$ cat config.mk
export PLATFORM = sky130hd
export DESIGN_NAME = cso_ocp_fault
export DESIGN_NICKNAME = d
export VERILOG_FILES = /design/src/cso_pkg.sv /design/src/cso_ocp_fault.sv
export SDC_FILE = /design/constraint.sdc
export NUM_CORES = 1
export LEC_CHECK = 0
export BUFFER_PORTS_ARGS = -buffer_cell sky130_fd_sc_hd__buf_2
export CAP_MARGIN = 20
export CORE_MARGIN = 10
export CORE_UTILIZATION = 59
export DETAILED_ROUTE_END_ITERATION = 8
export PLACE_DENSITY_LB_ADDON = 0.12
export REMOVE_ABC_BUFFERS = 1
export SYNTH_ARGS = -nofsm -noshare
export SYNTH_HDL_FRONTEND = slang
export SYNTH_SLANG_ARGS = --single-unit
$ cat constraint.sdc
create_clock -name sys_clk -period 7.6 [get_ports sys_clk]
set_input_delay 1.52 -clock sys_clk [delete_from_list [all_inputs] [get_ports sys_clk]]
set_output_delay 1.52 -clock sys_clk [all_outputs]
set_load 0.01 [all_outputs]
$ cat src/cso_pkg.sv
// Purpose: Shared constants and types for the current sense overcurrent block
// Assumes: 100 MHz system clock, register offsets are byte addresses
// Notes:   Deglitch, blanking and start-up timings are plain defaults
package cso_pkg;
	// Clock
	localparam int CLK_NS = 10;

	// Register map
	localparam int          ADDR_W      = 4;
	localparam logic [3:0]  OCP_CFG_OFS = 4'h0;
	localparam logic [3:0]  GAIN_CFG_OFS = 4'h4;
	localparam logic [3:0]  STATUS_OFS  = 4'h8;
	localparam logic [3:0]  GAIN_VAL_OFS = 4'hC;

	// Fields of the overcurrent configuration register
	localparam int POS_LVL_LSB   = 0;
	localparam int NEG_LVL_LSB   = 8;
	localparam int DEG_SEL_LSB   = 16;
	localparam int TRUNC_DIS_BIT = 18;
	localparam int LATCH_BIT     = 19;
	localparam int TARGET_LSB    = 20;
	localparam int OCP_DIS_BIT   = 22;
	localparam int ALT_RECIRC_BIT = 23;
	localparam int BLANK_SEL_LSB = 24;

	// Fields of the gain configuration and status registers
	localparam int GAIN_CODE_LSB  = 0;
	localparam int GAIN_ANA_BIT   = 3;
	localparam int FAULT_BIT      = 0;
	localparam int FAULT_SEEN_BIT = 1;
	localparam int GAIN_ST_LSB    = 4;

	// Reset values
	localparam logic [7:0] POS_LVL_RST   = 8'hFF;
	localparam logic [7:0] NEG_LVL_RST   = 8'hFF;
	localparam logic [1:0] DEG_SEL_RST   = 2'h0;
	localparam logic       TRUNC_DIS_RST = 1'b1;
	localparam logic       LATCH_RST     = 1'b1;
	localparam logic       OCP_DIS_RST   = 1'b0;
	localparam logic [2:0] BLANK_SEL_RST = 3'h0;
	localparam logic [2:0] GAIN_CODE_RST = 3'h0;

	// Fault target modes
	typedef enum logic [1:0] {
		TGT_NONE  = 2'b00,
		TGT_EVERY = 2'b01,
		TGT_8     = 2'b10,
		TGT_16    = 2'b11
	} cso_target_t;
	localparam cso_target_t TARGET_RST = TGT_EVERY;

	// Counts
	localparam logic [4:0] TGT8_COUNT  = 5'h08;
	localparam logic [4:0] TGT16_COUNT = 5'h10;
	localparam logic [1:0] IDLE_LIMIT  = 2'h3;

	// Timing: figures in ns, counts derived and rounded up
	localparam int DEG0_NS = 0;
	localparam int DEG1_NS = 200;
	localparam int DEG2_NS = 500;
	localparam int DEG3_NS = 1000;
	localparam logic [6:0] DEG_CYC [4] = '{
		7'((DEG0_NS + CLK_NS - 1) / CLK_NS),
		7'((DEG1_NS + CLK_NS - 1) / CLK_NS),
		7'((DEG2_NS + CLK_NS - 1) / CLK_NS),
		7'((DEG3_NS + CLK_NS - 1) / CLK_NS)};
	localparam int BLANK_STEP_NS = 100;
	localparam logic [7:0] BLANK_STEP_CYC = 8'((BLANK_STEP_NS + CLK_NS - 1) / CLK_NS);
	localparam int GAIN_MEAS_NS = 1000;
	localparam logic [7:0] GAIN_MEAS_CYC = 8'((GAIN_MEAS_NS + CLK_NS - 1) / CLK_NS);

	// Amplifier gain per code
	localparam logic [6:0] GAIN_TABLE [8] = '{
		7'h04, 7'h08, 7'h0C, 7'h10, 7'h14, 7'h18, 7'h20, 7'h40};
endpackage : cso_pkg

$ cat src/cso_ocp_fault.sv
// Purpose: Overcurrent trip, fault counting, clearing, PWM truncation, gain select
// Assumes: Shunt samples arrive on sys_clk; PWM and gain code inputs are pins
// Notes:   Gate outputs are registered, so cuts land one cycle after the trip
//
// Decided for this implementation: strobed register access and the placing of the registers.
`timescale 1ns/10ps
module cso_ocp_fault #(
	parameter int SAMPLE_W = 10
) (
	// Clock and reset
	input  wire logic                        sys_clk,
	input  wire logic                        rst,
	// Register port
	input  wire logic [cso_pkg::ADDR_W-1:0]  reg_addr,
	input  wire logic [31:0]                 reg_wdata,
	input  wire logic                        reg_wr,
	input  wire logic                        reg_rd,
	output logic      [31:0]                 reg_rdata,
	// Sense front end, signed shunt voltage per phase
	input  wire logic [2:0][SAMPLE_W-1:0]    shunt_sample,
	// PWM pins and recirculation state
	input  wire logic [2:0]                  pwm_high_in,
	input  wire logic [2:0]                  pwm_low_in,
	input  wire logic                        recirc_low_side,
	// Gain resistor measurement code from the gain pin
	input  wire logic [2:0]                  gain_resistor_pin,
	// Gate drive, fault and gain in effect
	output logic      [2:0]                  high_gate_drive,
	output logic      [2:0]                  low_gate_drive,
	output logic                             fault_out_n,
	output logic      [2:0]                  gain_in_effect
);
	import cso_pkg::*;

	typedef struct packed {
		logic [2:0]      hi_s1;
		logic [2:0]      hi_s2;
		logic [2:0]      hi_d;
		logic [2:0]      lo_s1;
		logic [2:0]      lo_s2;
		logic [2:0]      rcode_s1;
		logic [2:0]      rcode_s2;
		logic [2:0]      high_gate;
		logic [2:0]      low_gate;
		logic [7:0]      pos_lvl;
		logic [7:0]      neg_lvl;
		logic [1:0]      deg_sel;
		logic            trunc_dis;
		logic            latch;
		cso_target_t     target;
		logic            ocp_dis;
		logic            alt_recirc;
		logic [2:0]      blank_sel;
		logic [2:0]      gain_code;
		logic            gain_ana;
		logic [2:0]      gain_cap;
		logic [2:0]      gain_eff;
		logic [7:0]      start_cnt;
		logic            start_done;
		logic [7:0]      blank_cnt;
		logic [2:0][6:0] deg_cnt;
		logic [2:0]      seen;
		logic [2:0][4:0] cnt;
		logic [2:0][1:0] idle;
		logic            trunc;
		logic            cyc_clean;
		logic            period_ok;
		logic            fault;
		logic            fault_seen;
		logic [31:0]     rdata;
	} cso_state_t;

	cso_state_t s_reg;
	cso_state_t s_next;

	logic [2:0] raw;
	logic [2:0] deg_hit;
	logic [2:0] ev;
	logic [2:0] inc;
	logic [2:0] hi_rise;
	logic       blank;
	logic       trunc_en;
	logic       trunc_hit;
	logic       trunc_now;
	logic       fault_set;
	logic       clr_req;
	logic       clr_ok;
	logic [4:0] tgt_count;
	logic [2:0] gain_sel;

	always_comb begin
		s_next = s_reg;
		raw = '0;
		deg_hit = '0;
		ev = '0;
		inc = '0;
		fault_set = 1'b0;
		// Pin synchronisers
		s_next.hi_s1 = pwm_high_in;
		s_next.hi_s2 = s_reg.hi_s1;
		s_next.hi_d = s_reg.hi_s2;
		s_next.lo_s1 = pwm_low_in;
		s_next.lo_s2 = s_reg.lo_s1;
		s_next.rcode_s1 = gain_resistor_pin;
		s_next.rcode_s2 = s_reg.rcode_s1;
		hi_rise = s_reg.hi_s2 & ~s_reg.hi_d;
		// Blanking restarts on any high gate edge of any phase
		// The edge cycle itself is blanked, else a switching spike slips through
		blank = (s_reg.blank_cnt != 8'h00) || (|(s_reg.hi_s2 ^ s_reg.hi_d));
		if (|(s_reg.hi_s2 ^ s_reg.hi_d)) begin
			s_next.blank_cnt = 8'((4'(s_reg.blank_sel) + 4'h1) * BLANK_STEP_CYC);
		end else if (blank) begin
			s_next.blank_cnt = s_reg.blank_cnt - 8'h01;
		end
		trunc_en = !s_reg.trunc_dis && !s_reg.ocp_dis;
		trunc_hit = trunc_en && (|raw_any()) && !blank;
		for (int i = 0; i < 3; i++) begin
			// Shunt-referred levels, no gain term involved
			raw[i] = !s_reg.ocp_dis &&
				(($signed(shunt_sample[i]) > $signed({2'b00, s_reg.pos_lvl})) ||
				 ($signed(shunt_sample[i]) < -$signed({2'b00, s_reg.neg_lvl})));
			if (raw[i]) begin
				if (s_reg.deg_cnt[i] < DEG_CYC[s_reg.deg_sel]) begin
					s_next.deg_cnt[i] = s_reg.deg_cnt[i] + 7'h01;
				end
			end else begin
				s_next.deg_cnt[i] = 7'h00;
			end
			deg_hit[i] = raw[i] && (s_reg.deg_cnt[i] >= DEG_CYC[s_reg.deg_sel]);
			// Truncation takes the raw path, so the fault marks a truncation
			ev[i] = trunc_en ? (raw[i] && !blank) : deg_hit[i];
			// One event per phase per cycle
			if (hi_rise[i]) begin
				s_next.seen[i] = ev[i];
				s_next.idle[i] = 2'h0;
				if (!s_reg.seen[i]) begin
					if (s_reg.idle[i] == IDLE_LIMIT - 2'h1) begin
						s_next.cnt[i] = 5'h00;
					end else begin
						s_next.idle[i] = s_reg.idle[i] + 2'h1;
					end
				end
				inc[i] = ev[i];
			end else if (ev[i] && !s_reg.seen[i]) begin
				s_next.seen[i] = 1'b1;
				s_next.idle[i] = 2'h0;
				inc[i] = 1'b1;
			end
			// Saturates at target so later events keep re-asserting the fault
			if (inc[i] && s_next.cnt[i] < tgt_count) begin
				s_next.cnt[i] = s_next.cnt[i] + 5'h01;
			end
			if (inc[i] && s_next.cnt[i] >= tgt_count &&
				(s_reg.target == TGT_8 || s_reg.target == TGT_16)) begin
				fault_set = 1'b1;
			end
		end
		if (s_reg.target == TGT_EVERY && |ev) begin
			fault_set = 1'b1;
		end
		// Truncation holds until the next PWM cycle starts; a new trip wins
		if (|hi_rise) begin
			s_next.trunc = 1'b0;
		end
		if (trunc_hit) begin
			s_next.trunc = 1'b1;
		end
		// A new cycle frees the gates on its first edge, not one cycle late
		trunc_now = s_next.trunc;
		if (s_reg.alt_recirc) begin
			s_next.high_gate = s_reg.hi_s2 & ~{3{trunc_now && recirc_low_side}};
			s_next.low_gate = s_reg.lo_s2 & ~{3{trunc_now && !recirc_low_side}};
		end else begin
			s_next.high_gate = s_reg.hi_s2 & ~{3{trunc_now}};
			s_next.low_gate = s_reg.lo_s2;
		end
		// Fault-free whole period tracking
		if (|ev) begin
			s_next.cyc_clean = 1'b0;
			s_next.period_ok = 1'b0;
		end else if (|hi_rise) begin
			s_next.period_ok = s_reg.period_ok || s_reg.cyc_clean;
			s_next.cyc_clean = 1'b1;
		end
		// Clear acceptance depends on latch and target mode
		clr_req = reg_wr && reg_addr == STATUS_OFS && reg_wdata[FAULT_BIT];
		if (!s_reg.latch) begin
			clr_ok = 1'b1;
		end else if (s_reg.target == TGT_8 || s_reg.target == TGT_16) begin
			clr_ok = s_reg.period_ok;
		end else begin
			clr_ok = !(|raw);
		end
		if (clr_req && clr_ok) begin
			s_next.fault = 1'b0;
		end
		if (fault_set) begin
			s_next.fault = 1'b1;
		end
		if (reg_wr && reg_addr == STATUS_OFS && reg_wdata[FAULT_SEEN_BIT]) begin
			s_next.fault_seen = 1'b0;
		end
		if (fault_set) begin
			s_next.fault_seen = 1'b1;
		end
		// Configuration writes take effect at once, in any state
		if (reg_wr && reg_addr == OCP_CFG_OFS) begin
			s_next.pos_lvl = reg_wdata[POS_LVL_LSB +: 8];
			s_next.neg_lvl = reg_wdata[NEG_LVL_LSB +: 8];
			s_next.deg_sel = reg_wdata[DEG_SEL_LSB +: 2];
			s_next.trunc_dis = reg_wdata[TRUNC_DIS_BIT];
			s_next.latch = reg_wdata[LATCH_BIT];
			s_next.target = cso_target_t'(reg_wdata[TARGET_LSB +: 2]);
			s_next.ocp_dis = reg_wdata[OCP_DIS_BIT];
			s_next.alt_recirc = reg_wdata[ALT_RECIRC_BIT];
			s_next.blank_sel = reg_wdata[BLANK_SEL_LSB +: 3];
		end
		if (reg_wr && reg_addr == GAIN_CFG_OFS) begin
			s_next.gain_code = reg_wdata[GAIN_CODE_LSB +: 3];
			s_next.gain_ana = reg_wdata[GAIN_ANA_BIT];
		end
		// Resistor code sampled once after start-up settles
		if (!s_reg.start_done) begin
			s_next.start_cnt = s_reg.start_cnt + 8'h01;
			if (s_reg.start_cnt == GAIN_MEAS_CYC - 8'h01) begin
				s_next.gain_cap = s_reg.rcode_s2;
				s_next.start_done = 1'b1;
			end
		end
		s_next.gain_eff = gain_sel;
		// Read data valid only in the cycle after the strobe
		s_next.rdata = 32'h0000_0000;
		if (reg_rd) begin
			unique case (reg_addr)
				OCP_CFG_OFS: begin
					s_next.rdata[POS_LVL_LSB +: 8] = s_reg.pos_lvl;
					s_next.rdata[NEG_LVL_LSB +: 8] = s_reg.neg_lvl;
					s_next.rdata[DEG_SEL_LSB +: 2] = s_reg.deg_sel;
					s_next.rdata[TRUNC_DIS_BIT] = s_reg.trunc_dis;
					s_next.rdata[LATCH_BIT] = s_reg.latch;
					s_next.rdata[TARGET_LSB +: 2] = s_reg.target;
					s_next.rdata[OCP_DIS_BIT] = s_reg.ocp_dis;
					s_next.rdata[ALT_RECIRC_BIT] = s_reg.alt_recirc;
					s_next.rdata[BLANK_SEL_LSB +: 3] = s_reg.blank_sel;
				end
				GAIN_CFG_OFS: begin
					s_next.rdata[GAIN_CODE_LSB +: 3] = s_reg.gain_code;
					s_next.rdata[GAIN_ANA_BIT] = s_reg.gain_ana;
				end
				STATUS_OFS: begin
					s_next.rdata[FAULT_BIT] = s_reg.fault;
					s_next.rdata[FAULT_SEEN_BIT] = s_reg.fault_seen;
					s_next.rdata[GAIN_ST_LSB +: 3] = gain_sel;
				end
				GAIN_VAL_OFS: begin
					s_next.rdata[6:0] = GAIN_TABLE[gain_sel];
				end
				default: begin
					s_next.rdata = 32'h0000_0000;
				end
			endcase
		end
	end

	// Any phase trip, evaluated ahead of the per-phase loop
	function automatic logic [2:0] raw_any();
		logic [2:0] r;
		r = '0;
		for (int i = 0; i < 3; i++) begin
			r[i] = !s_reg.ocp_dis &&
				(($signed(shunt_sample[i]) > $signed({2'b00, s_reg.pos_lvl})) ||
				 ($signed(shunt_sample[i]) < -$signed({2'b00, s_reg.neg_lvl})));
		end
		return r;
	endfunction : raw_any

	always_comb begin
		unique case (s_reg.target)
			TGT_8:   tgt_count = TGT8_COUNT;
			TGT_16:  tgt_count = TGT16_COUNT;
			TGT_NONE, TGT_EVERY: tgt_count = TGT16_COUNT;
		endcase
		gain_sel = s_reg.gain_ana ? s_reg.gain_cap : s_reg.gain_code;
	end

	always_ff @(posedge sys_clk or posedge rst) begin
		if (rst) begin
			s_reg <= '0;
			s_reg.pos_lvl <= POS_LVL_RST;
			s_reg.neg_lvl <= NEG_LVL_RST;
			s_reg.deg_sel <= DEG_SEL_RST;
			s_reg.trunc_dis <= TRUNC_DIS_RST;
			s_reg.latch <= LATCH_RST;
			s_reg.target <= TARGET_RST;
			s_reg.ocp_dis <= OCP_DIS_RST;
			s_reg.blank_sel <= BLANK_SEL_RST;
			s_reg.gain_code <= GAIN_CODE_RST;
		end else begin
			s_reg <= s_next;
		end
	end

	assign reg_rdata = s_reg.rdata;
	assign high_gate_drive = s_reg.high_gate;
	assign low_gate_drive = s_reg.low_gate;
	assign fault_out_n = !s_reg.fault;
	assign gain_in_effect = s_reg.gain_eff;
endmodule : cso_ocp_fault

==> results of run 1 <==
[logic make-up (layout without fill, tap and decap cells)]
kind of cell / after synthesis / count (layout)
simple gates: 282 / 282
flops: 158 / 158
compound gates: 138 / 138
buf+inv: 111 / 200
fa+ha+maj: 84 / 84
mux: 55 / 55
xor+xnor: 51 / 51
other cells: 1 / 5
[routing by layer]
layer  vias to the layer above  wire length (µm)  GRT usage
li1                       3245                 -          -
met1                      3223              9520      0.264
met2                       179              9710      0.314
met3                        25              1410     0.0444
met4                         2               249     0.0571
met5                         -                13          0
[report_power, final]
group	switching [µW]	internal, µW	total, µW	leakage, µW
Clock	376	469	845	0.000292
Combinational	552	443	995	0.00272
Sequential	149	1010	1160	0.00198
Total	1080	1920	3000	0.00498
[per-stage QoR]
stage / util / instances / cell area (µm²)
floorplan: - / 827 / 8930
global placement: 0.639 / 1152 / 9780
detailed placement: 0.639 / 1152 / 9780
CTS: 0.678 / 1184 / 10400
global route: 0.678 / 1184 / 10400
finish: 0.678 / 1184 / 10400
[worst reg2reg max path: stages, from the launching register on]
cell,delay [ns]
dfstp_2,0.41
or4_4,0.57
nor4b_1,0.83
ha_1,0.42
and4_1,0.20
a31oi_1,0.22
a2bb2oi_2,0.12
o311ai_4,0.39
nand3_4,0.22
nor2_4,0.20
nand4_1,0.12
mux2_1,0.35
ha_1,0.31
nor2b_1,0.14
a311oi_1,0.29
nor3_2,0.08
o32ai_2,0.29
nand2_1,0.08
[area by class of cell]
| class | count | area share |
|---|---|---|
| Multi-Input combinational cell | 615 | 0.458 |
| Sequential cell | 158 | 0.383 |
| Timing Repair Buffer | 114 | 0.0557 |
| Clock buffer | 18 | 0.0413 |
| Tap cell | 211 | 0.0254 |
| Inverter | 54 | 0.0200 |
| Clock inverter | 14 | 0.0165 |
[path summary, 6_finish.rpt]
check / from / end / cells past startpoint
max in group asynchronous: rst / reg_rdata[20] / 3
min in group asynchronous: rst / s_next[150] / 2
min: s_next[142] / s_reg[142] / 0
max reg2reg: s_reg[125] / s_reg[32] / 17
max: s_reg[125] / s_reg[32] / 17
min reg2reg: s_next[142] / s_reg[142] / 0
[placed cells by master (no fill, tap or decap), types with 4 or more instances in the layout]
cell	Yosys	layout
dfrtp_1	139	139
buf_2	2	111
ha_1	83	83
nor2_1	73	73
inv_1	54	53
nand2_1	48	48
mux2_2	41	41
a21oi_1	33	33
xnor2_1	31	31
and2_1	23	23
o21ai_0	19	19
xor2_1	19	19
nand3_1	19	19
dfstp_2	19	19
clkbuf_16	0	17
nor4_1	15	15
nor3_1	13	13
nor2b_1	13	13
mux2i_1	13	13
nand4_1	12	12
nand2b_1	9	9
or2_2	8	8
a21o_1	8	8
o31ai_1	7	7
and3_1	6	6
a31oi_1	5	5
nor3b_1	5	5
nor3_2	5	5
inv_6	0	5
conb_1	1	5
or2_1	4	4
and4_1	4	4
o22ai_1	4	4
clkinv_4	0	4
==> flow_metrics.tcl, run 1 <==
set metrics [dict create \
    synth_cell_type_count 89 \
    avgSynthCellArea_um2 10.6 \
    die_area_um2 21200 \
    slowest_stage "nor4b_1" \
    status "finished clean" \
    slowest_delay_ns 0.83 \
    final_nets 1123 \
    cts.sinks 158 \
    cp.arrival_ns 5.69 \
    startpoint_type "flip-flop" \
    drc_errors 0 \
    wl_per_cell_um 17.7 \
    synthSimpleGateAreaFrac 0.168 \
    hold_viol 0 \
    leakagePower_uw 0.00498 \
    grt.overflow.total 0 \
    cp_num_buf_inv 0 \
    powerDensity_nw_per_um2 289 \
    crit_top_cell "ha_1" \
    fin_setup_tns_ns 0 \
    grt_max_degree 81 \
    io_pins 122 \
    row_count 45 \
    largest_register_ffs 110 \
    syn_inst 880 \
    slew_headroom 0.349 \
    num_antenna_cells 0 \
    synth_compound_area_frac 0.114 \
    ir_drop_mv 0.197 \
    cts_hold_buf 0 \
    syn2layout_area_growth_pct 11.6 \
    seq_area_frac_synth 0.428 \
    critical_path_class "reg -> reg" \
    core_area_um2 15300 \
    cts.repair.resized 0 \
    routabilityCongestion 0.962 \
    drt_iter0_drc 378 \
    layout_setup_ws_ns 2.21 \
    synth_edf_count 0 \
    first_global_vias 6724 \
    fill_cells 1233 \
    regArea_um2 3980 \
    port_buffers 111 \
    totalWireLength_um 20900 \
    synth.area.top_cells "dfrtp_1, ha_1, dfstp_2" \
    synth_xor_area_frac 0.0495 \
    clk_path_buf_depth 2 \
    initial_core_util 0.607 \
    grt_first_pass_wirelength_um 34400 \
    finalPower_uw 3000 \
    clk_latency_ns 0.43 \
    drive_gt1_frac 0.253 \
    post-route-period-util 0.709 \
    maxCapViolations 0 \
    fmax_mhz 186 \
    ys_ff_latch 158 \
    crit_family "simple AND/OR/NAND/NOR gates" \
    cts_tree "built" \
    synth_top_area_share 0.374 \
    crit_chain "or4_4 -> nor4b_1 -> ha_1 -> and4_1 -> a31oi_1 -> a2bb2oi_2 -> o311ai_4 -> nand3_4 -> nor2_4 -> nand4_1 -> mux2_1 -> ha_1 -> nor2b_1 -> a311oi_1 -> nor3_2 -> o32ai_2 -> nand2_1" \
    synth_top_area_cell "dfrtp_1" \
    synth_area_um2 9300 \
    fin_crit_ns 5.39 \
    hold_ws_ns 0.348 \
    grt_usage 0.197 \
    report.final.slew_viol_count 0 \
    fin_worst_skew_ns 0.0116 \
    cp_max_fo 8 \
    post-dp-hpwl_um 15600 \
    dr.pass1.iters 6 \
    setup_viol 0 \
    rrSetupSlack_ns 2.21 \
    synth_common_cells "dfrtp_1, ha_1, nor2_1" \
    cp-end-kind "flip-flop" \
    synthMuxAreaShare 0.0648 \
    critical_path_required_ns 7.91 \
    htree_num_levels 4 \
    worst_pin_slew_ns 0.977 \
    multi_input_area_um2 4750 \
    ant_nets 0 \
    cts_buffers 17 \
    synthAdderAreaFrac 0.113 \
    rsz0062_at_grt "no" \
    pre_cts_ws_ns 2.19 \
    fp.dieH_um 146 \
    clk_transition_reported_paths_ns 0.07 \
    synth_top_family_by_area "simple AND/OR/NAND/NOR gates" \
    antenna_found_initial 1 \
    cts_root_buffer "clkbuf_16" \
    vias_per_cell 5.64 \
    async_flop_share 1.00 \
    postCtsSetupBuffers 0 \
    vias 6674 \
    synth_flop_cell "dfrtp_1" \
    hp-class "reg -> reg" \
    ys_warn_count 0 \
    synth.most_common_cell "dfrtp_1" \
    die_w_um 146 \
]
Power figures use the tool's default switching activity.
==> run 2, diff against run 1 <==
Settings changed: CORE_UTILIZATION 59 to 53.
Clock period 7.6 ns to 4.7 ns, I/O delays scaled along.
==> run 2 against run 1 <==
Against the previous run: clock power grew 59%; register-to-register slack worse by 2.1 ns; flip-flop and latch count unchanged; critical path depth grew 1; largest power group unchanged; clock skew is 0.0040 ns lower; final area rose by 2.0%; die area up 9.7%; sequential power is 59% higher.
==> flow_metrics.tcl, run 2 (synthesis gave the netlist of run 1 again) <==
set metrics [dict create \
    clk_transition_reported_paths_ns 0.07 \
    layout_common_cells "dfrtp_1, buf_2, ha_1" \
    cts_buffers 17 \
    wl_per_cell_um 17.4 \
    drive_gt1_frac 0.278 \
    first_global_vias 6819 \
    grt.overflow.total 0 \
    totalWireLength_um 21300 \
    status "finished clean" \
    routabilityCongestion 0.941 \
    cts_tree "built" \
    initial_core_util 0.540 \
    io_pins 122 \
    vias_per_cell 5.46 \
    dr.pass1.iters 4 \
    setup_viol 0 \
    die_area_um2 23300 \
    largest_register_ffs 110 \
    ant_nets 0 \
    slew_headroom 0.355 \
    final_nets 1142 \
    cp_num_buf_inv 1 \
    whs_path_depth 0 \
    cp-end-kind "flip-flop" \
    powerDensity_nw_per_um2 461 \
    clk_latency_ns 0.43 \
    r2r_end "s_reg[32]" \
    leakagePower_uw 0.00508 \
    fin_worst_skew_ns 0.00764 \
    port_buffers 111 \
    grt_max_degree 112 \
    r2r-start "s_reg[125]" \
    whs_endpoint "s_next[155]" \
    cp.arrival_ns 4.90 \
    fmax_mhz 218 \
    ir_drop_mv 0.284 \
    worstHoldStart "s_next[158]" \
    crit_chain "or4_4 -> nor4b_2 -> buf_4 -> ha_1 -> and4_1 -> a31oi_2 -> a2bb2oi_2 -> or4b_4 -> nand3_4 -> nor2_4 -> nand4_1 -> mux2_2 -> ha_1 -> nor2b_1 -> a311oi_2 -> nor3_2 -> o32ai_2 -> nand2_1" \
    worst_pin_slew_ns 0.967 \
    pre_cts_ws_ns -0.00288 \
    slowest_stage "or4_4" \
    syn2layout_area_growth_pct 13.8 \
    htree_num_levels 4 \
    grt_usage 0.183 \
    cp_max_fo 4 \
    layout_setup_ws_ns 0.105 \
    fill_cells 1455 \
    reg2regPathDepth 18 \
    fp.dieH_um 152 \
    hold_viol 0 \
    grt_first_pass_wirelength_um 34900 \
    startpoint_type "flip-flop" \
    multi_input_area_um2 4810 \
    rrSetupSlack_ns 0.11 \
    fin_crit_ns 4.59 \
    maxCapViolations 0 \
    fin_setup_tns_ns 0 \
    regArea_um2 3980 \
    drc_errors 0 \
    finalPower_uw 4880 \
    report.final.slew_viol_count 0 \
    crit_top_cell "ha_1" \
    hp-class "reg -> reg" \
    vias 6657 \
    crit_family "simple AND/OR/NAND/NOR gates" \
    clk_path_buf_depth 2 \
    slowest_delay_ns 0.57 \
    cts_root_buffer "clkbuf_16" \
    row_count 48 \
    die_w_um 152 \
    drt_iter0_drc 373 \
    antenna_found_initial 2 \
    critical_path_class "reg -> reg" \
    critical_path_required_ns 5.01 \
    cts.sinks 158 \
    core_area_um2 17200 \
    post-route-period-util 0.978 \
    post-dp-hpwl_um 16100 \
    final_common_cell "dfrtp_1" \
]
==> run 2: changes by cell type in the layout (fill, tap and decap cells not counted), moves of 2 or more <==
cell	before	now
clkinvlp_4	0	2
buf_4	3	22
diode_2	0	2
xor2_2	0	2
nor4b_1	3	1
xor2_1	19	17
==> run 2: layout make-up <==
| cell class | instances | share of cell area |
|---|---|---|
| Tap cell | 225 | 0.0266 |
| Sequential cell | 158 | 0.376 |
| Clock buffer | 18 | 0.0415 |
| Timing Repair Buffer | 133 | 0.0681 |
| Clock inverter | 14 | 0.0139 |
| Multi-Input combinational cell | 615 | 0.454 |
| Inverter | 54 | 0.0196 |
| Antenna cell | 2 | 0.000473 |
==> run 2: worst register-to-register path: cells and delay by family (launching register included) <==
family / cells / cell delay [ns]
multiplexers: 1 / 0.35
flip-flops: 1 / 0.37
adder cells (fa/ha/maj): 2 / 0.58
AND/OR/NAND/NOR: 10 / 2.18
AO/OA/AOI/OAI: 4 / 0.83
buffers and inverters: 1 / 0.17
==> run 2: what timing repair did <==
item,CTS,global route
gates resized for setup,1,10
hold buffers,0,0
pin swaps,0,2
setup buffers,1,0
hold endpoints to repair,0,0
setup endpoints to repair,2,2
==> run 2: layer usage <==
| metal | vias to the layer above | track usage | part of all wire |
|---|---|---|---|
| met5 | - | 0 | 0 |
| met4 | 0 | 0.0522 | 0.014 |
| met3 | 24 | 0.0449 | 0.056 |
| met2 | 149 | 0.287 | 0.45 |
| met1 | 3202 | 0.246 | 0.48 |
| li1 | 3282 | - | - |
==> run 2: worst max path at each step <==
stage                          from           endpoint  slack [ns]  cells past startpoint
finish                   s_reg[125]          s_reg[32]        0.11                     18
global route             s_reg[125]          s_reg[33]       -0.03                     18
CTS                      s_reg[125]          s_reg[33]        0.03                     18
detailed placement  shunt_sample[7]          s_reg[33]      -0.003                     17
global placement         s_reg[125]          s_reg[32]        0.07                     18
floorplan                       rst  gain_in_effect[0]       -0.47                      1
==> run 2: power by group <==
group | switching (µW) | leakage [µW] | internal [µW]
clock network | 619 | 0.000280 | 718
registers | 223 | 0.00198 | 1630
logic | 928 | 0.00282 | 766
==> run 2: per-stage QoR <==
step | hold WS, ns | instances | instance area (µm²) | util
after floorplan | 0.331 | 827 | 8930 | -
after global placement | 0.332 | 1184 | 9930 | 0.576
after detailed placement | 0.335 | 1184 | 9930 | 0.576
after CTS | 0.351 | 1217 | 10500 | 0.611
after global routing | 0.356 | 1217 | 10600 | 0.614
final | 0.349 | 1219 | 10600 | 0.614
